[src/hw/cfg_loader_pkg.sv]
// Purpose: shared constants and types for the parallel flash configuration loader
// Assumes: 20 MHz ref_clk, APB register access with 32-bit data
// Notes: image layout is a rate/option byte, 3 length bytes, payload, then a CRC-8 byte
package cfg_loader_pkg;
   // clock and timing
   localparam int CLK_PERIOD_NS = 50;                 // ref_clk period
   localparam int PROG_MIN_NS = 500;                  // least low pulse on program request
   localparam int PROG_MIN_CYC = (PROG_MIN_NS + CLK_PERIOD_NS - 1) / CLK_PERIOD_NS;
   localparam logic [4:0] CLEAR_CYCLES = 5'h10;       // memory clearing time in ref_clk cycles
   localparam logic [1:0] RATE_RESET = 2'h3;          // slowest config clock until the header says
   // image layout
   localparam int HDR_BYTES = 4;                      // option byte plus 3 length bytes
   localparam int OPT_KEEP_BIT = 4;                   // keep-port flag in the option byte
   localparam logic [7:0] CRC_POLY = 8'h07;           // crc-8 polynomial
   localparam logic [23:0] ADDR_UP_START = 24'h00_0000;   // start when counting up
   localparam logic [23:0] ADDR_DOWN_START = 24'hff_ffff; // start when counting down
   // apb register map (byte addresses)
   localparam logic [7:0] REG_CTRL = 8'h00;           // user controls after loading
   localparam logic [7:0] REG_STATUS = 8'h04;         // loader state
   localparam logic [7:0] REG_ADDR = 8'h08;           // current flash address
   localparam logic [7:0] REG_COUNT = 8'h0c;          // payload bytes received
   localparam logic [3:0] CTRL_RESET = 4'h4;          // strobe high, others low
   // ctrl field positions
   localparam int CTRL_WIDTH_BIT = 0;                 // width select level after loading
   localparam int CTRL_INIT_BIT = 1;                  // drive init pin high after loading
   localparam int CTRL_STROBE_BIT = 2;                // write strobe level after loading
   localparam int CTRL_BUSY_BIT = 3;                  // busy level after loading, when the image sets the keep-port option

   typedef enum logic [2:0] {
      ST_WAIT, ST_CLEAR, ST_LOAD, ST_CHAIN, ST_USER, ST_FAIL
   } ld_state_t;

   // status register image
   typedef struct packed {
      logic [1:0] rate;        // clock rate option in use
      logic rw_low;            // read/write select low throughout loading
      logic keep_port;         // parallel port kept after loading
      logic chain_active;      // downstream device selected
      logic crc_error;         // crc mismatch found
      logic loaded;            // own image complete
      logic loading;           // clearing or loading in progress
   } status_t;
endpackage

[src/hw/low_pulse_qual.sv]
// Purpose: qualifies an active-low input that has stayed low for a least number of cycles
// Assumes: input synchronous to clk
// Notes: output stays high while the input remains low after qualifying
`timescale 1ns/10ps
module low_pulse_qual #(
   parameter int CYCLES = 10
) (
   input wire logic clk,        // system clock
   input wire logic rst_n,      // synchronised reset, active low
   input wire logic level_n,    // monitored active-low level
   output logic qualified       // low for at least CYCLES cycles
);
   logic [7:0] cnt_r; // low-time counter, saturates at CYCLES

   // count while low, restart on any high sample
   always_ff @(posedge clk or negedge rst_n) begin
      if (!rst_n) begin
         cnt_r <= 8'h00;
      end else if (level_n) begin
         cnt_r <= 8'h00;
      end else if (cnt_r != CYCLES[7:0]) begin
         cnt_r <= cnt_r + 8'h01;
      end
   end

   // registered so short glitches never qualify
   always_ff @(posedge clk or negedge rst_n) begin
      if (!rst_n) begin
         qualified <= 1'b0;
      end else begin
         qualified <= !level_n && (cnt_r >= CYCLES[7:0] - 8'h01);
      end
   end
endmodule

[src/hw/flash_config_loader.sv]
// Purpose: byte-wide parallel flash configuration loader with daisy-chain hand-off
// Assumes: 20 MHz ref_clk, all pin inputs synchronous to it, APB slave for registers
// Notes: config clock is a divided copy of ref_clk; its rate comes from the image header
// Behaviour
// (RQ1) write strobe held high while loading
// (RQ2) width select low while loading
// (RQ3) new address on config clock falling edge
// (RQ4) address order chosen by sampled mode pin
// (RQ5) flash data captured on rising edge
// (RQ6) flash returns byte at driven address
// (RQ7) config clock divided, rate from image
// (RQ8) config clock actively driven for chain
// (RQ9) chain select low after own load
// (RQ10) busy actively driven while loading
// (RQ11) keep-port option retains parallel port pins
// (RQ12) init low during clearing, then released
// (RQ13) crc error drives init low
// (RQ14) done low until successful completion
// (RQ15) 500 ns program low restarts configuration
// (RQ16) program request held high to start
// (RQ17) chained devices strapped slave parallel
// (RQ18) read/write select held low
// (RQ19) user drives init high if unused
// (RQ20) chain select high until own load
`timescale 1ns/10ps
module flash_config_loader (
   input wire logic ref_clk,                    // 20 MHz clock
   input wire logic nrst,                       // async reset, active low
   input wire logic psel,                       // apb select
   input wire logic penable,                    // apb enable
   input wire logic pwrite,                     // apb direction
   input wire logic [7:0] paddr,                // apb byte address
   input wire logic [31:0] pwdata,              // apb write data
   output logic [31:0] prdata,                  // apb read data
   output logic pready,                         // apb ready
   output logic pslverr,                        // apb error on unmapped address
   input wire logic program_request_n,          // restart request, active low
   input wire logic address_order_select,       // 0 counts up, 1 counts down
   input wire logic read_write_select_n,        // must stay low while loading
   output logic [23:0] flash_addr,              // flash address bus
   input wire logic [7:0] flash_data_in,        // flash data bus
   output logic flash_write_strobe_out,         // flash write enable, high = idle
   output logic flash_width_select_out,         // flash byte/word select
   output logic config_clock_out,               // configuration clock
   output logic chain_select_out_n,             // downstream select, active low
   output logic busy_out,                       // busy pin level
   output logic keep_port_out,                  // data/busy/clock stay a parallel port
   input wire logic init_in,                    // init pin level
   output logic init_out,                       // init pin drive value
   output logic init_oe,                        // init pin drive enable
   input wire logic done_in,                    // done pin level
   output logic done_out,                       // done pin drive value
   output logic done_oe                         // done pin drive enable
);
   logic rst_s1_r;                     // reset synchroniser stage 1
   logic rst_n;                        // synchronised reset
   cfg_loader_pkg::ld_state_t state_r; // loader state
   logic prog_long;                    // program request low long enough
   logic restart_r;                    // restart pending until request released
   logic [4:0] clear_cnt_r;            // clearing timer
   logic [1:0] rate_r;                 // config clock rate option
   logic [3:0] half_cnt_r;             // cycles into current clock half
   logic [3:0] half_len;               // cycles per clock half
   logic tick;                         // clock half ends this cycle
   logic down_r;                       // sampled address order
   logic [2:0] hdr_idx_r;              // header bytes received
   logic [23:0] remain_r;              // payload bytes still due
   logic [23:0] count_r;               // payload bytes received
   logic [7:0] crc_r;                  // running crc
   logic keep_r;                       // keep-port option from the image
   logic crc_err_r;                    // crc mismatch seen
   logic rw_low_r;                     // read/write select low throughout
   logic [3:0] ctrl_r;                 // user control register
   logic cfg_active;                   // clearing or loading
   logic rise_edge;                    // config clock rises this cycle
   logic fall_edge;                    // config clock falls this cycle
   cfg_loader_pkg::status_t status;    // status image

   // release reset through two flops; only the second one is used
   always_ff @(posedge ref_clk or negedge nrst) begin
      if (!nrst) begin
         rst_s1_r <= 1'b0;
         rst_n <= 1'b0;
      end else begin
         rst_s1_r <= 1'b1;
         rst_n <= rst_s1_r;
      end
   end

   // qualify the program request pulse width
   low_pulse_qual #(.CYCLES(cfg_loader_pkg::PROG_MIN_CYC)) u_prog_qual (
      .clk(ref_clk),
      .rst_n(rst_n),
      .level_n(program_request_n),
      .qualified(prog_long)
   );

   // crc-8 byte update, msb first
   function automatic logic [7:0] crc8_step(input logic [7:0] crc, input logic [7:0] data);
      logic [7:0] c;
      c = crc ^ data;
      for (int i = 0; i < 8; i++) begin
         c = c[7] ? ({c[6:0], 1'b0} ^ cfg_loader_pkg::CRC_POLY) : {c[6:0], 1'b0};
      end
      return c;
   endfunction

   assign cfg_active = (state_r == cfg_loader_pkg::ST_CLEAR) ||
                       (state_r == cfg_loader_pkg::ST_LOAD);
   // rate option n gives 2^n ref_clk cycles per half period
   assign half_len = 4'h1 << rate_r; // RQ7
   assign tick = (half_cnt_r == half_len - 4'h1);
   // the clock runs during loading and while the chain is fed
   assign rise_edge = tick && !config_clock_out &&
                      ((state_r == cfg_loader_pkg::ST_LOAD) ||
                       (state_r == cfg_loader_pkg::ST_CHAIN));
   assign fall_edge = tick && config_clock_out &&
                      ((state_r == cfg_loader_pkg::ST_LOAD) ||
                       (state_r == cfg_loader_pkg::ST_CHAIN));

   // a qualified low pulse arms a restart; it fires once the pin is high again
   always_ff @(posedge ref_clk or negedge rst_n) begin
      if (!rst_n) begin
         restart_r <= 1'b0;
      end else if (prog_long) begin
         restart_r <= 1'b1; // RQ15
      end else if (program_request_n) begin
         restart_r <= 1'b0;
      end
   end

   // main sequence
   always_ff @(posedge ref_clk or negedge rst_n) begin
      if (!rst_n) begin
         state_r <= cfg_loader_pkg::ST_WAIT;
      end else if (restart_r && program_request_n) begin
         state_r <= cfg_loader_pkg::ST_CLEAR; // RQ15
      end else begin
         unique case (state_r)
            cfg_loader_pkg::ST_WAIT: begin
               // loading starts only with the request pin released
               if (program_request_n) begin
                  state_r <= cfg_loader_pkg::ST_CLEAR; // RQ16
               end
            end
            cfg_loader_pkg::ST_CLEAR: begin
               if (clear_cnt_r == cfg_loader_pkg::CLEAR_CYCLES - 5'h01) begin
                  state_r <= cfg_loader_pkg::ST_LOAD;
               end
            end
            cfg_loader_pkg::ST_LOAD: begin
               // the crc byte arrives after the header and payload
               if (rise_edge && hdr_idx_r == 3'(cfg_loader_pkg::HDR_BYTES) &&
                   remain_r == 24'h00_0000) begin
                  if (crc_r == flash_data_in) begin
                     state_r <= cfg_loader_pkg::ST_CHAIN; // RQ9
                  end else begin
                     state_r <= cfg_loader_pkg::ST_FAIL; // RQ13
                  end
               end
            end
            cfg_loader_pkg::ST_CHAIN: begin
               // the wired done line goes high once every device is loaded
               if (done_in) begin
                  state_r <= cfg_loader_pkg::ST_USER;
               end
            end
            cfg_loader_pkg::ST_USER: begin
               // stays here until a program request
            end
            cfg_loader_pkg::ST_FAIL: begin
               // holds the error until a program request
            end
            default: begin
               state_r <= cfg_loader_pkg::ST_WAIT;
            end
         endcase
      end
   end

   // clearing timer
   always_ff @(posedge ref_clk or negedge rst_n) begin
      if (!rst_n) begin
         clear_cnt_r <= 5'h00;
      end else if (state_r == cfg_loader_pkg::ST_CLEAR) begin
         clear_cnt_r <= clear_cnt_r + 5'h01;
      end else begin
         clear_cnt_r <= 5'h00;
      end
   end

   // sample the address order when clearing ends
   always_ff @(posedge ref_clk or negedge rst_n) begin
      if (!rst_n) begin
         down_r <= 1'b0;
      end else if (state_r == cfg_loader_pkg::ST_CLEAR &&
                   clear_cnt_r == cfg_loader_pkg::CLEAR_CYCLES - 5'h01) begin
         down_r <= address_order_select; // RQ4
      end
   end

   // config clock divider; the clock parks low outside loading and chaining
   always_ff @(posedge ref_clk or negedge rst_n) begin
      if (!rst_n) begin
         half_cnt_r <= 4'h0;
         config_clock_out <= 1'b0;
      end else if (state_r == cfg_loader_pkg::ST_LOAD ||
                   state_r == cfg_loader_pkg::ST_CHAIN) begin
         half_cnt_r <= tick ? 4'h0 : half_cnt_r + 4'h1;
         if (tick) begin
            config_clock_out <= !config_clock_out; // RQ8
         end
      end else begin
         half_cnt_r <= 4'h0;
         config_clock_out <= 1'b0;
      end
   end

   // flash address: set at clearing end, stepped only as the clock falls
   always_ff @(posedge ref_clk or negedge rst_n) begin
      if (!rst_n) begin
         flash_addr <= cfg_loader_pkg::ADDR_UP_START;
      end else if (state_r == cfg_loader_pkg::ST_CLEAR) begin
         flash_addr <= address_order_select ? cfg_loader_pkg::ADDR_DOWN_START : // RQ4
                       cfg_loader_pkg::ADDR_UP_START;
      end else if (fall_edge) begin
         flash_addr <= down_r ? flash_addr - 24'h00_0001 : flash_addr + 24'h00_0001; // RQ3
      end
   end

   // byte capture on the rising clock: header, payload length and crc
   always_ff @(posedge ref_clk or negedge rst_n) begin
      if (!rst_n) begin
         hdr_idx_r <= 3'h0;
         remain_r <= 24'h00_0000;
         count_r <= 24'h00_0000;
         crc_r <= 8'h00;
         rate_r <= cfg_loader_pkg::RATE_RESET;
         keep_r <= 1'b0;
      end else if (state_r == cfg_loader_pkg::ST_CLEAR) begin
         hdr_idx_r <= 3'h0;
         remain_r <= 24'h00_0000;
         count_r <= 24'h00_0000;
         crc_r <= 8'h00;
         rate_r <= cfg_loader_pkg::RATE_RESET;
         keep_r <= 1'b0;
      end else if (rise_edge && state_r == cfg_loader_pkg::ST_LOAD) begin
         if (hdr_idx_r != 3'(cfg_loader_pkg::HDR_BYTES)) begin
            hdr_idx_r <= hdr_idx_r + 3'h1;
            crc_r <= crc8_step(crc_r, flash_data_in); // RQ5
            if (hdr_idx_r == 3'h0) begin
               // rate takes effect from the next clock half
               rate_r <= flash_data_in[1:0]; // RQ7
               keep_r <= flash_data_in[cfg_loader_pkg::OPT_KEEP_BIT]; // RQ11
            end else begin
               remain_r <= {remain_r[15:0], flash_data_in};
            end
         end else if (remain_r != 24'h00_0000) begin
            remain_r <= remain_r - 24'h00_0001;
            count_r <= count_r + 24'h00_0001;
            crc_r <= crc8_step(crc_r, flash_data_in); // RQ5
         end
      end
   end

   // crc error flag is sticky until a restart clears it
   always_ff @(posedge ref_clk or negedge rst_n) begin
      if (!rst_n) begin
         crc_err_r <= 1'b0;
      end else if (state_r == cfg_loader_pkg::ST_CLEAR) begin
         crc_err_r <= 1'b0;
      end else if (state_r == cfg_loader_pkg::ST_FAIL) begin
         crc_err_r <= 1'b1;
      end
   end

   // read/write select must stay low; any high sample while loading is recorded
   always_ff @(posedge ref_clk or negedge rst_n) begin
      if (!rst_n) begin
         rw_low_r <= 1'b1;
      end else if (state_r == cfg_loader_pkg::ST_WAIT) begin
         rw_low_r <= 1'b1;
      end else if (cfg_active && read_write_select_n) begin
         rw_low_r <= 1'b0;
      end
   end

   // pin outputs: fixed levels while loading, user controls and the image keep-port option afterwards
   always_ff @(posedge ref_clk or negedge rst_n) begin
      if (!rst_n) begin
         flash_write_strobe_out <= 1'b1;
         flash_width_select_out <= 1'b0;
         busy_out <= 1'b0;
         keep_port_out <= 1'b0;
      end else if (state_r == cfg_loader_pkg::ST_USER) begin
         flash_write_strobe_out <= ctrl_r[cfg_loader_pkg::CTRL_STROBE_BIT];
         flash_width_select_out <= ctrl_r[cfg_loader_pkg::CTRL_WIDTH_BIT]; // RQ2
         busy_out <= keep_r & ctrl_r[cfg_loader_pkg::CTRL_BUSY_BIT]; // RQ11
         keep_port_out <= keep_r; // RQ11
      end else begin
         flash_write_strobe_out <= 1'b1; // RQ1
         flash_width_select_out <= 1'b0; // RQ2
         busy_out <= 1'b0; // RQ10
         keep_port_out <= 1'b0;
      end
   end

   // chain select: downstream stays deselected until our own image is in
   always_ff @(posedge ref_clk or negedge rst_n) begin
      if (!rst_n) begin
         chain_select_out_n <= 1'b1; // RQ20
      end else begin
         chain_select_out_n <= (state_r != cfg_loader_pkg::ST_CHAIN); // RQ9
      end
   end

   // init pin: pulled low while clearing and on crc error, optionally driven high later
   always_ff @(posedge ref_clk or negedge rst_n) begin
      if (!rst_n) begin
         init_out <= 1'b0;
         init_oe <= 1'b1;
      end else if (state_r == cfg_loader_pkg::ST_CLEAR || state_r == cfg_loader_pkg::ST_WAIT) begin
         init_out <= 1'b0; // RQ12
         init_oe <= 1'b1;
      end else if (state_r == cfg_loader_pkg::ST_FAIL) begin
         init_out <= 1'b0; // RQ13
         init_oe <= 1'b1;
      end else if (state_r == cfg_loader_pkg::ST_USER) begin
         init_out <= 1'b1; // RQ19
         init_oe <= ctrl_r[cfg_loader_pkg::CTRL_INIT_BIT];
      end else begin
         init_out <= 1'b0; // RQ12
         init_oe <= 1'b0;
      end
   end

   // done pin: driven low until our own image is in and checked
   always_ff @(posedge ref_clk or negedge rst_n) begin
      if (!rst_n) begin
         done_out <= 1'b0;
         done_oe <= 1'b1;
      end else begin
         done_out <= 1'b0;
         done_oe <= !(state_r == cfg_loader_pkg::ST_CHAIN ||
                      state_r == cfg_loader_pkg::ST_USER); // RQ14
      end
   end

   // status image for software
   always_comb begin
      status.rate = rate_r;
      status.rw_low = rw_low_r;
      status.keep_port = keep_r;
      status.chain_active = (state_r == cfg_loader_pkg::ST_CHAIN);
      status.crc_error = crc_err_r;
      status.loaded = (state_r == cfg_loader_pkg::ST_CHAIN) ||
                      (state_r == cfg_loader_pkg::ST_USER);
      status.loading = cfg_active;
   end

   // apb: answer prepared in the setup cycle, so every access has no wait states
   always_ff @(posedge ref_clk or negedge rst_n) begin
      if (!rst_n) begin
         pready <= 1'b0;
         pslverr <= 1'b0;
         prdata <= 32'h0000_0000;
      end else if (psel && !penable) begin
         pready <= 1'b1;
         pslverr <= 1'b0;
         prdata <= 32'h0000_0000;
         unique case (paddr)
            cfg_loader_pkg::REG_CTRL: prdata <= {28'h000_0000, ctrl_r};
            cfg_loader_pkg::REG_STATUS: prdata <= {24'h00_0000, status};
            cfg_loader_pkg::REG_ADDR: prdata <= {8'h00, flash_addr};
            cfg_loader_pkg::REG_COUNT: prdata <= {8'h00, count_r};
            default: pslverr <= 1'b1; // unmapped reads zero with error
         endcase
      end else begin
         pready <= 1'b0;
         pslverr <= 1'b0;
      end
   end

   // control register write at the completing access edge
   always_ff @(posedge ref_clk or negedge rst_n) begin
      if (!rst_n) begin
         ctrl_r <= cfg_loader_pkg::CTRL_RESET;
      end else if (psel && penable && pready && pwrite && paddr == cfg_loader_pkg::REG_CTRL) begin
         ctrl_r <= pwdata[3:0];
      end
   end
endmodule

[config.mk]
export PLATFORM = sky130hd
export DESIGN_NAME = flash_config_loader
export DESIGN_NICKNAME = d
export VERILOG_FILES = /design/src/hw/cfg_loader_pkg.sv /design/src/hw/low_pulse_qual.sv /design/src/hw/flash_config_loader.sv
export SDC_FILE = /design/constraint.sdc
export NUM_CORES = 1
export LEC_CHECK = 0
export ABC_AREA = 1
export ABC_CLOCK_PERIOD_IN_PS = 6600
export BUFFER_PORTS_ARGS = -buffer_cell sky130_fd_sc_hd__buf_2
export CELL_PAD_IN_SITES_DETAIL_PLACEMENT = 0
export CELL_PAD_IN_SITES_GLOBAL_PLACEMENT = 1
export CORE_UTILIZATION = 42
export DETAILED_ROUTE_END_ITERATION = 8
export PLACE_DENSITY_LB_ADDON = 0.1
export SLEW_MARGIN = 20
export SYNTH_ARGS = -nofsm -noshare
export SYNTH_HDL_FRONTEND = slang
export SYNTH_HIERARCHICAL = 1
export SYNTH_SLANG_ARGS = --single-unit
[constraint.sdc]
create_clock -name ref_clk -period 6.6 [get_ports ref_clk]
set_clock_uncertainty 0.15 [all_clocks]
set_input_delay 0.66 -clock ref_clk [delete_from_list [all_inputs] [get_ports ref_clk]]
set_output_delay 0.66 -clock ref_clk [all_outputs]
set_load 0.05 [all_outputs]
-- Word level (Yosys, flattened, before mapping)
Cells that the tools add are included.
- bits in registers: 160
- input bits: 58
- memories: 0
- bits in read-only memories: 0
- bits in latches: 0
- word-level logic and storage cells: 192
- bits in writable memories: 0
- mux-type cells: 70
- order comparisons: 1
- shift operators: 1
- bitwise logic cells: 10
- equality and inequality tests: 23
- add/sub/neg operators: 9
- reductions and logical operators: 47
- divide/modulo/power cells: 0
- multipliers: 0
- operators with widths (kind ; count):
    24-bit two-way mux ; 13
    24-bit case mux with 4 select lines ; 1
    3-bit two-way mux ; 17
    24-bit by 1-bit adder with 24-bit output (second input constant) ; 2
    8-bit two-way mux ; 6
    24-bit by 1-bit subtractor with 24-bit output (second input constant) ; 2
    1-bit two-way mux ; 25
    24-bit logical NOT ; 1
    3-bit NOT ; 8
    24-bit nonzero test ; 1
    2-bit nonzero test ; 9
    8-bit by 4-bit equality test with 1-bit output (second input constant) ; 2
    1-bit logical AND ; 16
    3-bit case mux with 5 select lines ; 1
    3-bit equality test (second input constant) ; 3
    3-bit by 2-bit != test with 1-bit output (second input constant) ; 3
    3-bit != test (second input constant) ; 3
    3-bit AND reduction ; 3
    8-bit by 1-bit adder with 8-bit output (second input constant) ; 1
    8-bit by 3-bit equality test with 1-bit output (second input constant) ; 1
    8-bit equality test ; 1
    8-bit by 4-bit greater-or-equal comparator with 1-bit output (second input constant) ; 1
    8-bit logical NOT ; 1
    2-bit two-way mux ; 4
    other kinds (25) ; 36

-- Depth between registers and ports, before layout
Gate-level depths: netlist of run 1.
- word-level depth: 21
- mapped depth: 12
- gate-level depth less buffers: 12

-- Cells and area by module
The synthesis of run 1 kept the hierarchy.
- by module, submodules not included (module ; area each (sq um) ; instances ; cells each):
    flash_config_loader ; 9650.5 ; 1 ; 1425
    low_pulse_qual ; 511.7 ; 1 ; 68

-- Worst setup path after synthesis of run 1
OpenSTA, ideal clock, no wires.
- path type: register to register
- start: register flash_addr[0]
- end: register flash_addr[12]
- library setup time: 78 ps
- cell stages (with the launch flop): 12
- arrival: 2027 ps
- path buffers: 0
- setup slack: 4346 ps
- cells stage by stage: dfrtp_1 inv_1 fa_1 inv_1 nand3_1 nand3_1 nand2_1 nand3_1 nand2_1 nand3b_1 nand3_1 a21oi_1
- word-level cells in the longest chain between the ends: 4
- elaborated cells on any way between the ends: 5
- classes of those cells: add/sub (2); mux (3)
- RTL lines (element ; RTL line ; source):
    start: declaration ; flash_config_loader.sv:40 ; output logic [23:0] flash_addr,
    start signal: assignment ; flash_config_loader.sv:222 ; flash_addr <= cfg_loader_pkg::ADDR_UP_START;
    start signal: assignment ; flash_config_loader.sv:224 ; flash_addr <= address_order_select ? cfg_loader_pkg::ADDR_DOWN_START :
    start signal: assignment ; flash_config_loader.sv:227 ; flash_addr <= down_r ? flash_addr - 24'h00_0001 : flash_addr + 24'h00_0001;
    24-bit by 1-bit adder with 24-bit output / 24-bit by 1-bit subtractor with 24-bit output (equally long branches) ; flash_config_loader.sv:227 ;
    24-bit two-way mux * ; flash_config_loader.sv:227 ;
    24-bit two-way mux * ; flash_config_loader.sv:226 ; end else if (fall_edge) begin
    24-bit two-way mux * ; flash_config_loader.sv:223 ; end else if (state_r == cfg_loader_pkg::ST_CLEAR) begin
Mark *: on every way between the ends. The rest lies on a longest branch, timed or not. The select of a mux whose other input is x is not followed.
A chain may end at the register's enable or synchronous reset.

-- Final worst setup path of run 1
- start: register down_r
- end: register flash_addr[16]
- word-level cells in the longest chain between the ends: 3
- RTL lines (element ; RTL line ; source):
    start: declaration ; flash_config_loader.sv:65 ; logic down_r;
    start signal: assignment ; flash_config_loader.sv:198 ; down_r <= address_order_select;
    24-bit two-way mux ; flash_config_loader.sv:227 ;
    24-bit two-way mux ; flash_config_loader.sv:226 ;
    24-bit two-way mux ; flash_config_loader.sv:223 ;
No other way between the ends. The select of a mux whose other input is x is not followed.

==> results.py, run 1 <==
metrics = {
    "critical_path": {
        "criticalPathCategory": "reg2reg",
        "cp-start-kind": "flip-flop",
        "path_cells": "inv_1, fa_1, inv_1, nand3_1, nand3_1, nand2_1, nand3_1, nand2_1, nand3b_1, nand3_1, a21oi_1",
        "r2r_slack_ps": 3770,
        "cp.depth": 11,
        "crit_arrival_ps": 3040,
        "cpLargestDelayFamily": "flip-flops",
        "end_kind": "flip-flop",
        "reg2regPathDepth": 11,
        "path_buf_inv": 2,
        "crit_path_end": "flash_addr[16]",
        "max_stage_delay_ps": 1000,
        "cp-startpoint": "down_r",
        "slowest_stage": "dfrtp_1",
        "crit_fanout": 25,
        "timing.rr.end": "flash_addr[16]",
        "r2r_start": "down_r",
        "cp.required_ps": 6810,
        "crit_path_frequent_cell": "nand3_1",
    },
    "clock_tree": {
        "clk_path_buf_depth": 2,
        "clk_pin_slew_ps": 80,
        "cts_tree": "yes",
        "post_cts_resized": 0,
        "cts_setup_buffers": 0,
        "clock-sinks": 152,
        "cts-root-buf": "clkbuf_16",
        "cts_made_buffers": 17,
        "clock_latency_ps": 440,
        "htree_num_levels": 4,
    },
    "synth": {
        "ys_async_sr_fraction_pct": 100.0,
        "yosysSeqAreaShare_pct": 37.53,
        "syn_inst": 1493,
        "yosysTopAreaCell": "dfrtp_1",
        "synth_seq_cells": 152,
        "synth-edff-count": 0,
        "yosys_warnings": 6,
        "synth_commonest_cells": "nand2_1 (536), nor2_1 (190), inv_1 (167)",
        "synth.distinct_cells": 45,
        "synth_ff_type": "dfrtp_1",
        "synth_most_common_cell": "nand2_1",
        "syn_area_per_cell_um2": 6.807,
        "yosys-top-cells-area": "dfrtp_1 (35%), nand2_1 (20%), nor2_1 (7.0%)",
        "synth_area_mm2": 0.01016,
        "netlist.area_leader.share_pct": 35.46,
    },
    "global_routing": {
        "overflow": 0,
        "grt_pass1_vias": 8895,
        "grt_max_degree": 67,
        "track_usage_pct": 24.84,
        "antenna_found_initial": 0,
        "grt_pass1_wl_mm": 47.16,
    },
    "place": {
        "dp_cells": 1875,
        "dp_hpwl_mm": 21.51,
        "gp_congestion": 0.8635,
        "portBuffers": 87,
    },
    "power": {
        "pwr-share-seq_pct": 29.7,
        "combPwrFrac_pct": 48.1,
        "swShare_pct": 49.43,
        "p_clk_share_pct": 22.3,
        "vdd_drop_max_v": 0.0002691,
        "power.density_mw_per_mm2": 405.7,
        "power.internal_mw": 2.357,
        "power.net_switching_mw": 2.303,
        "p_leak_nw": 6.033,
    },
    "die": {
        "die_y_um": 157.6,
        "rows": 56,
        "start_util_pct": 43.04,
        "core_area_mm2": 0.02361,
        "die_x_um": 157.6,
        "die_area_mm2": 0.02482,
        "ios": 126,
    },
    "final_layout": {
        "insertedDiodeCount": 0,
        "fillers": 2476,
        "nNetsFinal": 1672,
        "regArea_mm2": 0.003817,
        "multiInputGateArea_mm2": 0.005502,
        "finalNonFillerCells": 1908,
        "layout-drive-gt1-share_pct": 10.82,
        "syn_to_final_growth_pct": 13.04,
    },
    "timing": {
        "fin_tns_setup_ps": 0,
        "hold_viol": 0,
        "max-slew-margin-rel_pct": 32.99,
        "worst_slew_pin_slew_ps": 1005,
        "setup_viol": 0,
        "maxSlewViolCount": 0,
        "fin_crit_sh_pct": 42.90,
        "layout_min_cycle_time_ps": 2832,
        "clock.fmax_mhz": 353.2,
        "rsz0062_at_grt": "false",
    },
    "detailed_routing": {
        "wl_met1_mm": 14.05,
        "vias": 9335,
        "drt-wirelength-per-cell_um": 15.16,
        "top_layer": "met4",
        "wl_mm": 28.93,
        "wl_met3_um": 933,
        "drc_errors": 0,
        "wl_met2_mm": 13.44,
        "drt-vias-per-instance": 4.893,
        "first_iter_violations": 641,
        "detail_route.first_pass.iterations": 5,
        "antenna_left": 0,
    },
    "outcome": {
        "status": "finished, final reports clean",
    },
    "run": {
        "maxCapViolCount": 0,
    },
    "hold_path": {
        "hp-class": "reg2async",
    },
}
[registers in the layout, summed over array words and instances, names as in the netlist, 2 cells and up]
name and count:
clear_cnt_r 5, count_r 24, crc_r 8, ctrl_r 4
flash_addr 24, half_cnt_r 4, hdr_idx_r 3, prdata 24
rate_r 2, remain_r 24, state_r 3, u_prog_qual/cnt_r 8
[cell usage in the layout (no fill, tap or decap), drive strengths merged, types with 3 or more instances in the layout]
master / synthesis / routed
nand2: 541 / 541
nor2: 200 / 200
inv: 169 / 177
dfrtp: 144 / 144
nand3: 103 / 103
buf: 30 / 94
o21ai: 67 / 67
a21oi: 51 / 51
ha: 37 / 37
xor2: 34 / 34
xnor2: 19 / 19
clkbuf: 9 / 17
nand4: 16 / 16
nor3: 13 / 13
or2: 11 / 11
nand3b: 10 / 10
conb: 2 / 10
clkinv: 3 / 9
dfstp: 8 / 8
a31oi: 4 / 4
o211ai: 3 / 3
o21bai: 3 / 3
o22ai: 3 / 3
a211oi: 3 / 3
a22o: 3 / 3
[power groups by stage]
stage | clock, mW | combinational [mW] | sequential (mW)
after floorplan | 0 | 1.48 | 1.61
after global placement | 0 | 2.22 | 1.40
after detailed placement | 0 | 2.24 | 1.40
after CTS | 1.05 | 2.25 | 1.39
after global routing | 1.10 | 2.55 | 1.41
final | 1.04 | 2.24 | 1.38
[cell families after synthesis]
group	synth area share (%)
adder cells (fa/ha/maj)	4.752
flip-flops	37.53
other	0.07390
XOR/XNOR	4.568
AO/OA/AOI/OAI	7.572
AND/OR/NAND/NOR	36.83
buffers and inverters	8.680
[metal layers]
layer  track usage, %  up-vias
met5                0        -
met4            7.120        0
met3            3.084       34
met2            40.83      183
met1            34.11     4274
li1                 -     4844
[final cells by class]
| cell class | count | area share (%) |
|---|---|---|
| inverter | 172 | 5.620 |
| timing repair buffer | 95 | 4.335 |
| sequential | 152 | 33.23 |
| clock inverter | 15 | 1.743 |
| tap | 319 | 3.475 |
| clock buffer | 17 | 3.703 |
| multi-input combinational | 1138 | 47.89 |
[timing repair]
action | in CTS | in global routing
setup endpoints to repair | 0 | 0
hold buffers | 1 | 0
endpoints found under the hold margin | 2 | 0
[metrics by stage]
| stage | power [mW] | area, um2 | setup WS [ps] | util (%) | hold slack [ps] |
|---|---|---|---|---|---|
| floorplan | 3.092 | 10190 | 1915 | - | 181.2 |
| global placement | 3.625 | 10850 | 3719 | 45.96 | 151.1 |
| detailed placement | 3.642 | 10850 | 3735 | 45.96 | 156.3 |
| CTS | 4.691 | 11490 | 3784 | 48.65 | 165.0 |
| global route | 5.063 | 11490 | 3515 | 48.65 | 187.0 |
| finish | 4.660 | 11490 | 3768 | 48.65 | 133.1 |
[how the worst min path moves through the flow]
stage / to / cells past startpoint / slack, ps / from
floorplan: rst_n / 0 / 180 / rst_s1_r
global placement: u_prog_qual/cnt_r[5] / 0 / 150 / rst_n
detailed placement: u_prog_qual/cnt_r[5] / 0 / 160 / rst_n
CTS: u_prog_qual/cnt_r[5] / 0 / 170 / rst_n
global route: u_prog_qual/cnt_r[5] / 0 / 190 / rst_n
finish: u_prog_qual/cnt_r[5] / 0 / 130 / rst_n
No activity file was read; power rests on OpenSTA's default activity.
==> run 2, diff against run 1 <==
--- a/config.mk
+++ b/config.mk
@@ -6,11 +6,11 @@
 export NUM_CORES = 1
 export LEC_CHECK = 0
 export ABC_AREA = 1
-export ABC_CLOCK_PERIOD_IN_PS = 6600
+export ABC_CLOCK_PERIOD_IN_PS = 2400
 export BUFFER_PORTS_ARGS = -buffer_cell sky130_fd_sc_hd__buf_2
 export CELL_PAD_IN_SITES_DETAIL_PLACEMENT = 0
 export CELL_PAD_IN_SITES_GLOBAL_PLACEMENT = 1
-export CORE_UTILIZATION = 42
+export CORE_UTILIZATION = 38
 export DETAILED_ROUTE_END_ITERATION = 8
 export PLACE_DENSITY_LB_ADDON = 0.1
 export SLEW_MARGIN = 20
==> constraint.sdc (replaced) <==
create_clock -name ref_clk -period 2.4 [get_ports ref_clk]
set_clock_uncertainty 0.15 [all_clocks]
set_input_delay 0.24 -clock ref_clk [delete_from_list [all_inputs] [get_ports ref_clk]]
set_output_delay 0.24 -clock ref_clk [all_outputs]
set_load 0.05 [all_outputs]
==> run 2 against run 1 <==
Compared with the run above:
- the flow now finishes with violations (DRC)
- register-to-register slack worse by 3600 ps
- via count grew 2.6%
- largest cell class unchanged
- largest power group unchanged
- hold slack lost 120 ps
- clock power rose to 2.7 times the previous value
==> results.py, run 2 (synthesized netlist as in run 1, its figures left out) <==
metrics = {
    "outcome": {
        "status": "finished with violations",
        "violations": "DRC",
    },
    "timing": {
        "rsz0062_at_grt": "false",
        "worst_slew_pin_slew_ps": 630.9,
        "hold_ws_ps": 8.795,
        "setup_ws_ps": 163.5,
        "fin_tns_setup_ps": 0,
        "layout_min_cycle_time_ps": 2237,
        "maxSlewViolCount": 0,
        "max-slew-margin-rel_pct": 57.55,
        "setup_viol": 0,
        "hold_viol": 0,
        "fin_crit_sh_pct": 93.19,
        "clock.fmax_mhz": 447.1,
    },
    "die": {
        "die_area_mm2": 0.02740,
        "core_area_mm2": 0.02613,
        "start_util_pct": 38.89,
        "ios": 126,
        "die_x_um": 165.5,
        "rows": 59,
        "die_y_um": 165.5,
    },
    "critical_path": {
        "crit_path_end": "remain_r[18]",
        "cp.depth": 8,
        "end_kind": "flip-flop",
        "cpLargestDelayFamily": "simple AND/OR/NAND/NOR gates",
        "max_stage_delay_ps": 560,
        "crit_fanout": 8,
        "reg2regPathDepth": 8,
        "cp.required_ps": 2620,
        "criticalPathCategory": "reg2reg",
        "cp-startpoint": "rate_r[1]",
        "timing.rr.end": "remain_r[18]",
        "crit_arrival_ps": 2460,
        "r2r_slack_ps": 160,
        "r2r_start": "rate_r[1]",
        "slowest_stage": "dfstp_2",
        "cp-start-kind": "flip-flop",
        "path_cells": "nor2_1, nor3_1, nand3_2, nor3_2, nand3_2, nor2_2, nand2_1, nand2_1",
        "path_buf_inv": 0,
    },
    "detailed_routing": {
        "drt-wirelength-per-cell_um": 15.47,
        "wl_mm": 30.53,
        "drt-vias-per-instance": 4.857,
        "drc_errors": 17,
        "detail_route.first_pass.iterations": 7,
        "vias": 9582,
        "antenna_left": 0,
        "first_iter_violations": 461,
    },
    "clock_tree": {
        "cts-root-buf": "clkbuf_16",
        "clock-sinks": 152,
        "clk_pin_slew_ps": 70,
        "cts_made_buffers": 17,
        "cts_tree": "yes",
        "clock_latency_ps": 430,
        "htree_num_levels": 4,
        "clk_path_buf_depth": 2,
    },
    "global_routing": {
        "grt_max_degree": 36,
        "track_usage_pct": 23.22,
        "grt_pass1_vias": 9091,
        "overflow": 0,
        "grt_pass1_wl_mm": 48.60,
        "antenna_found_initial": 0,
    },
    "power": {
        "p_leak_nw": 6.281,
        "power.density_mw_per_mm2": 1097,
        "vdd_drop_max_v": 0.0004361,
    },
    "place": {
        "dp_hpwl_mm": 23.62,
        "gp_congestion": 0.8919,
        "portBuffers": 87,
        "pre_cts_slack_ps": 129.7,
        "dp_cells": 1930,
    },
    "final_layout": {
        "layout_common_cells": "nand2_1 (534), nor2_1 (187), inv_1 (167)",
        "regArea_mm2": 0.003817,
        "final_common_cell": "nand2_1",
        "finalNonFillerCells": 1973,
        "fillers": 2832,
        "nNetsFinal": 1721,
        "layout-drive-gt1-share_pct": 13.37,
        "syn_to_final_growth_pct": 17.96,
        "insertedDiodeCount": 0,
        "multiInputGateArea_mm2": 0.005522,
    },
    "hold_path": {
        "hp-class": "in2reg",
    },
    "run": {
        "maxCapViolCount": 0,
    },
}
run 2: power breakdown:
group / internal [mW] / switching [mW]
clock: 1.48 / 1.30
combinational: 2.19 / 4.46
sequential: 3.11 / 0.611
run 2: layout make-up:
type | count | share of cell area [%]
Clock buffer | 17 | 3.549
Clock inverter | 15 | 1.315
Inverter | 172 | 5.386
Multi-Input combinational cell | 1138 | 46.06
Sequential cell | 152 | 31.84
Tap cell | 335 | 3.497
Timing Repair Buffer | 144 | 8.350
run 2: worst min-delay path by stage:
stage | from | end | slack (ps) | cells after the start
after detailed placement | nrst | rst_s1_r | -120 | 1
after global placement | nrst | rst_s1_r | -120 | 1
after CTS | flash_data_in[4] | keep_r | 8 | 3
final | flash_data_in[4] | keep_r | 9 | 3
after floorplan | nrst | rst_s1_r | -210 | 0
after global routing | penable | pslverr | 30 | 4
run 2: stage by stage:
stage	utilization (%)	total power, mW	cell area, um2
finish	45.87	13.15	11990
global route	45.87	14.22	11990
floorplan	-	8.502	10200
detailed placement	43.11	10.40	11260
global placement	43.11	10.36	11260
CTS	45.72	13.23	11950
run 2: repair_timing:
action | 4_1_cts | 5_1_grt
resized for setup | 0 | 7
endpoints found under the hold margin | 13 | 0
buffers inserted | 0 | 1
setup endpoints to repair | 0 | 10
hold buffers | 10 | 0
run 2: metal layers:
layer / vias to the layer above / wire length, um / GRT usage [%]
li1: 4953 / - / -
met1: 4437 / 14900 / 31.36
met2: 158 / 14190 / 38.52
met3: 34 / 767 / 2.897
met4: 0 / 668 / 7.107
met5: - / 0 / 0
run 2: worst register-to-register path, cell delays in order, from the launching register on:
cell,delay (ps)
dfstp_2,560
nor2_1,50
nor3_1,200
nand3_2,160
nor3_2,230
nand3_2,250
nor2_2,400
nand2_1,110
nand2_1,70
==> run 3, diff against run 2 <==
--- a/config.mk
+++ b/config.mk
@@ -10,11 +10,10 @@
 export BUFFER_PORTS_ARGS = -buffer_cell sky130_fd_sc_hd__buf_2
 export CELL_PAD_IN_SITES_DETAIL_PLACEMENT = 0
 export CELL_PAD_IN_SITES_GLOBAL_PLACEMENT = 1
-export CORE_UTILIZATION = 38
+export CORE_UTILIZATION = 39
 export DETAILED_ROUTE_END_ITERATION = 8
 export PLACE_DENSITY_LB_ADDON = 0.1
 export SLEW_MARGIN = 20
 export SYNTH_ARGS = -nofsm -noshare
 export SYNTH_HDL_FRONTEND = slang
-export SYNTH_HIERARCHICAL = 1
 export SYNTH_SLANG_ARGS = --single-unit
==> run 3 against run 2 <==
Compared with the run above:
- the flow still finishes with violations (DRC)
- power increased by 1.6%
- sequential power increased by 1%
- global-route usage decreased by 0.60 points
- non-clock buffer count decreased by 10
- sequential cell count unchanged
- first-iteration DRC count rose by 36%
- clock power shrank 3%
- final cell count is 3.2% lower
- largest cell class unchanged
- largest power group unchanged
==> results.py, run 3 <==
metrics = {
    "outcome": {
        "status": "finished with violations",
        "violations": "DRC",
    },
    "clock_tree": {
        "cts_made_buffers": 17,
        "clock_latency_ps": 440,
        "clock-sinks": 152,
        "htree_num_levels": 4,
        "cts-root-buf": "clkbuf_16",
        "clk_pin_slew_ps": 70,
        "cts_tree": "yes",
        "clk_path_buf_depth": 2,
    },
    "final_layout": {
        "layout-drive-gt1-share_pct": 16.90,
        "multiInputGateArea_mm2": 0.005715,
        "layout_common_cells": "nand2_1 (468), inv_1 (158), nor2_1 (145)",
        "fillers": 2775,
        "regArea_mm2": 0.003819,
        "final_common_cell": "nand2_1",
        "insertedDiodeCount": 0,
        "final_util_pct": 46.10,
        "nNetsFinal": 1657,
        "syn_to_final_growth_pct": 15.87,
    },
    "timing": {
        "layout_min_cycle_time_ps": 2281,
        "maxSlewViolCount": 0,
        "clock.fmax_mhz": 438.5,
        "max-slew-margin-rel_pct": 53.99,
        "fin_crit_sh_pct": 95.03,
        "worst_slew_pin_slew_ps": 690.2,
        "setup_viol": 0,
        "rsz0062_at_grt": "true",
        "hold_viol": 0,
        "setup_ws_ps": 119.4,
    },
    "place": {
        "pre_cts_slack_ps": 145.9,
        "dp_hpwl_mm": 22.04,
        "gp_congestion": 0.8525,
        "portBuffers": 87,
    },
    "critical_path": {
        "crit_path_frequent_cell": "nand2_1",
        "timing.rr.end": "flash_addr[19]",
        "criticalPathCategory": "reg2reg",
        "path_buf_inv": 1,
        "cp.required_ps": 2560,
        "r2r_slack_ps": 120,
        "end_kind": "flip-flop",
        "cp-startpoint": "down_r",
        "slowest_stage": "dfrtp_1",
        "r2r_start": "down_r",
        "path_cells": "buf_12, ha_1, nand2_1, nor2_1, nand2_1, nor2_1, nand2_1, nand3_1, nand2_1, nand3_1, a21oi_2",
        "cp-start-kind": "flip-flop",
        "crit_arrival_ps": 2440,
        "cpLargestDelayFamily": "simple AND/OR/NAND/NOR gates",
        "reg2regPathDepth": 11,
        "max_stage_delay_ps": 400,
        "crit_fanout": 24,
    },
    "die": {
        "core_area_mm2": 0.02613,
        "start_util_pct": 39.79,
        "die_y_um": 165.3,
        "rows": 59,
        "die_x_um": 165.3,
        "ios": 126,
        "die_area_mm2": 0.02732,
    },
    "power": {
        "power.internal_mw": 6.860,
        "p_clk_share_pct": 20.2,
        "power.density_mw_per_mm2": 1110,
        "combPwrFrac_pct": 51.7,
        "finalPower_mw": 13.37,
        "p_leak_nw": 6.040,
        "pwr-share-seq_pct": 28.1,
        "power.net_switching_mw": 6.510,
        "vdd_drop_max_v": 0.0006031,
        "swShare_pct": 48.69,
    },
    "synth": {
        "synth_ff_type": "dfrtp_1",
        "synth_seq_cells": 152,
        "synth-edff-count": 0,
        "syn_area_per_cell_um2": 7.215,
        "synth_commonest_cells": "nand2_1 (469), inv_1 (158), nor2_1 (150)",
        "synth_most_common_cell": "nand2_1",
        "yosysTopAreaCell": "dfrtp_1",
        "syn_inst": 1441,
        "synth.distinct_cells": 54,
        "netlist.area_leader.share_pct": 34.66,
        "yosys_warnings": 0,
        "synth_area_mm2": 0.01040,
        "ys_async_sr_fraction_pct": 100.0,
        "yosysSeqAreaShare_pct": 36.68,
        "yosys-top-cells-area": "dfrtp_1 (35%), nand2_1 (17%), inv_1 (5.7%)",
    },
    "global_routing": {
        "overflow": 0,
        "grt_max_degree": 46,
        "track_usage_pct": 22.62,
        "antenna_found_initial": 0,
        "grt_pass1_vias": 8860,
        "grt_pass1_wl_mm": 47.61,
    },
    "detailed_routing": {
        "detail_route.first_pass.iterations": 7,
        "drt-wirelength-per-cell_um": 15.43,
        "wl_mm": 29.45,
        "drt-vias-per-instance": 4.921,
        "antenna_left": 0,
        "first_iter_violations": 628,
        "drc_errors": 13,
        "vias": 9394,
    },
    "hold_path": {
        "min_path_cells": 5,
        "hold-path-endpoint": "pslverr",
        "hold_start": "psel",
        "hp-class": "in2reg",
    },
    "run": {
        "maxCapViolCount": 0,
    },
}
[run 3: cell count changes after synthesis, sizes merged, moves of 4 or more]
cell   previous run  this run
nand3           103        89
or2              11        21
o21ai            67        84
nand4            16        20
xnor2            19        23
a21oi            51        44
nor3             13        17
nand2           541       480
nor2            200       166
a22oi             0        21
[run 3: cell families (layout without fill, tap and decap cells)]
kind of cell,after synthesis,count (layout),share of synthesized area [%]
compound gates,173,173,11.23
xor+xnor,57,57,4.801
fa+ha+maj,38,38,4.645
buf+inv,209,334,8.869
flops,152,152,36.68
other cells,2,10,0.07223
simple gates,810,810,33.71
[run 3: what timing repair did]
action | in CTS | in global routing
hold buffers | 14 | 0
hold endpoints to repair | 16 | 0
buffers inserted | 0 | 0
resized for setup | 0 | 7
setup endpoints to repair | 0 | 30
[run 3: tightest hold or removal path, delay by kind of cell]
family | cells | cell delay (ps)
buf+inv | 3 | 210
simple gates | 2 | 100
[run 3: area by class of cell]
| type | instances | share of cell area (%) |
|---|---|---|
| Timing Repair Buffer | 134 | 7.353 |
| Clock inverter | 12 | 0.9866 |
| Inverter | 168 | 5.255 |
| Clock buffer | 20 | 3.791 |
| Tap cell | 335 | 3.479 |
| Sequential cell | 152 | 31.70 |
| Multi-Input combinational cell | 1088 | 47.44 |
[run 3: power by group through the flow]
stage | clock network (mW) | registers, mW | logic (mW)
after floorplan | 0 | 4.46 | 4.51
after global placement | 0 | 3.82 | 6.84
after detailed placement | 0 | 3.81 | 6.86
after CTS | 2.78 | 3.77 | 6.91
after global routing | 2.88 | 3.85 | 7.74
final | 2.70 | 3.76 | 6.91
[run 3: worst max path at each step]
stage,to,cells past startpoint
6_report,flash_addr[19],11
3_5_place_dp,count_r[4],11
4_1_cts,count_r[4],11
3_3_place_gp,count_r[4],11
2_1_floorplan,flash_addr[16],11
5_1_grt,flash_addr[19],10
[run 3: routing by layer]
metal  GRT usage (%)  wire (um)
met1           34.20      15550
met2           33.45      12440
met3           3.347       1119
met4           5.338        351
met5               0          0
[run 3: per-stage QoR]
step           TNS (ps)  cell area (um2)  hold slack, ps  instances
3_3_place_gp          0            11310          -123.3       1863
6_report              0            12050           9.479       1909
5_1_grt          -52.72            12050           24.90       1909
4_1_cts               0            12030          0.5038       1909
3_5_place_dp          0            11310          -121.1       1863
2_1_floorplan         0            10430          -205.6       1449
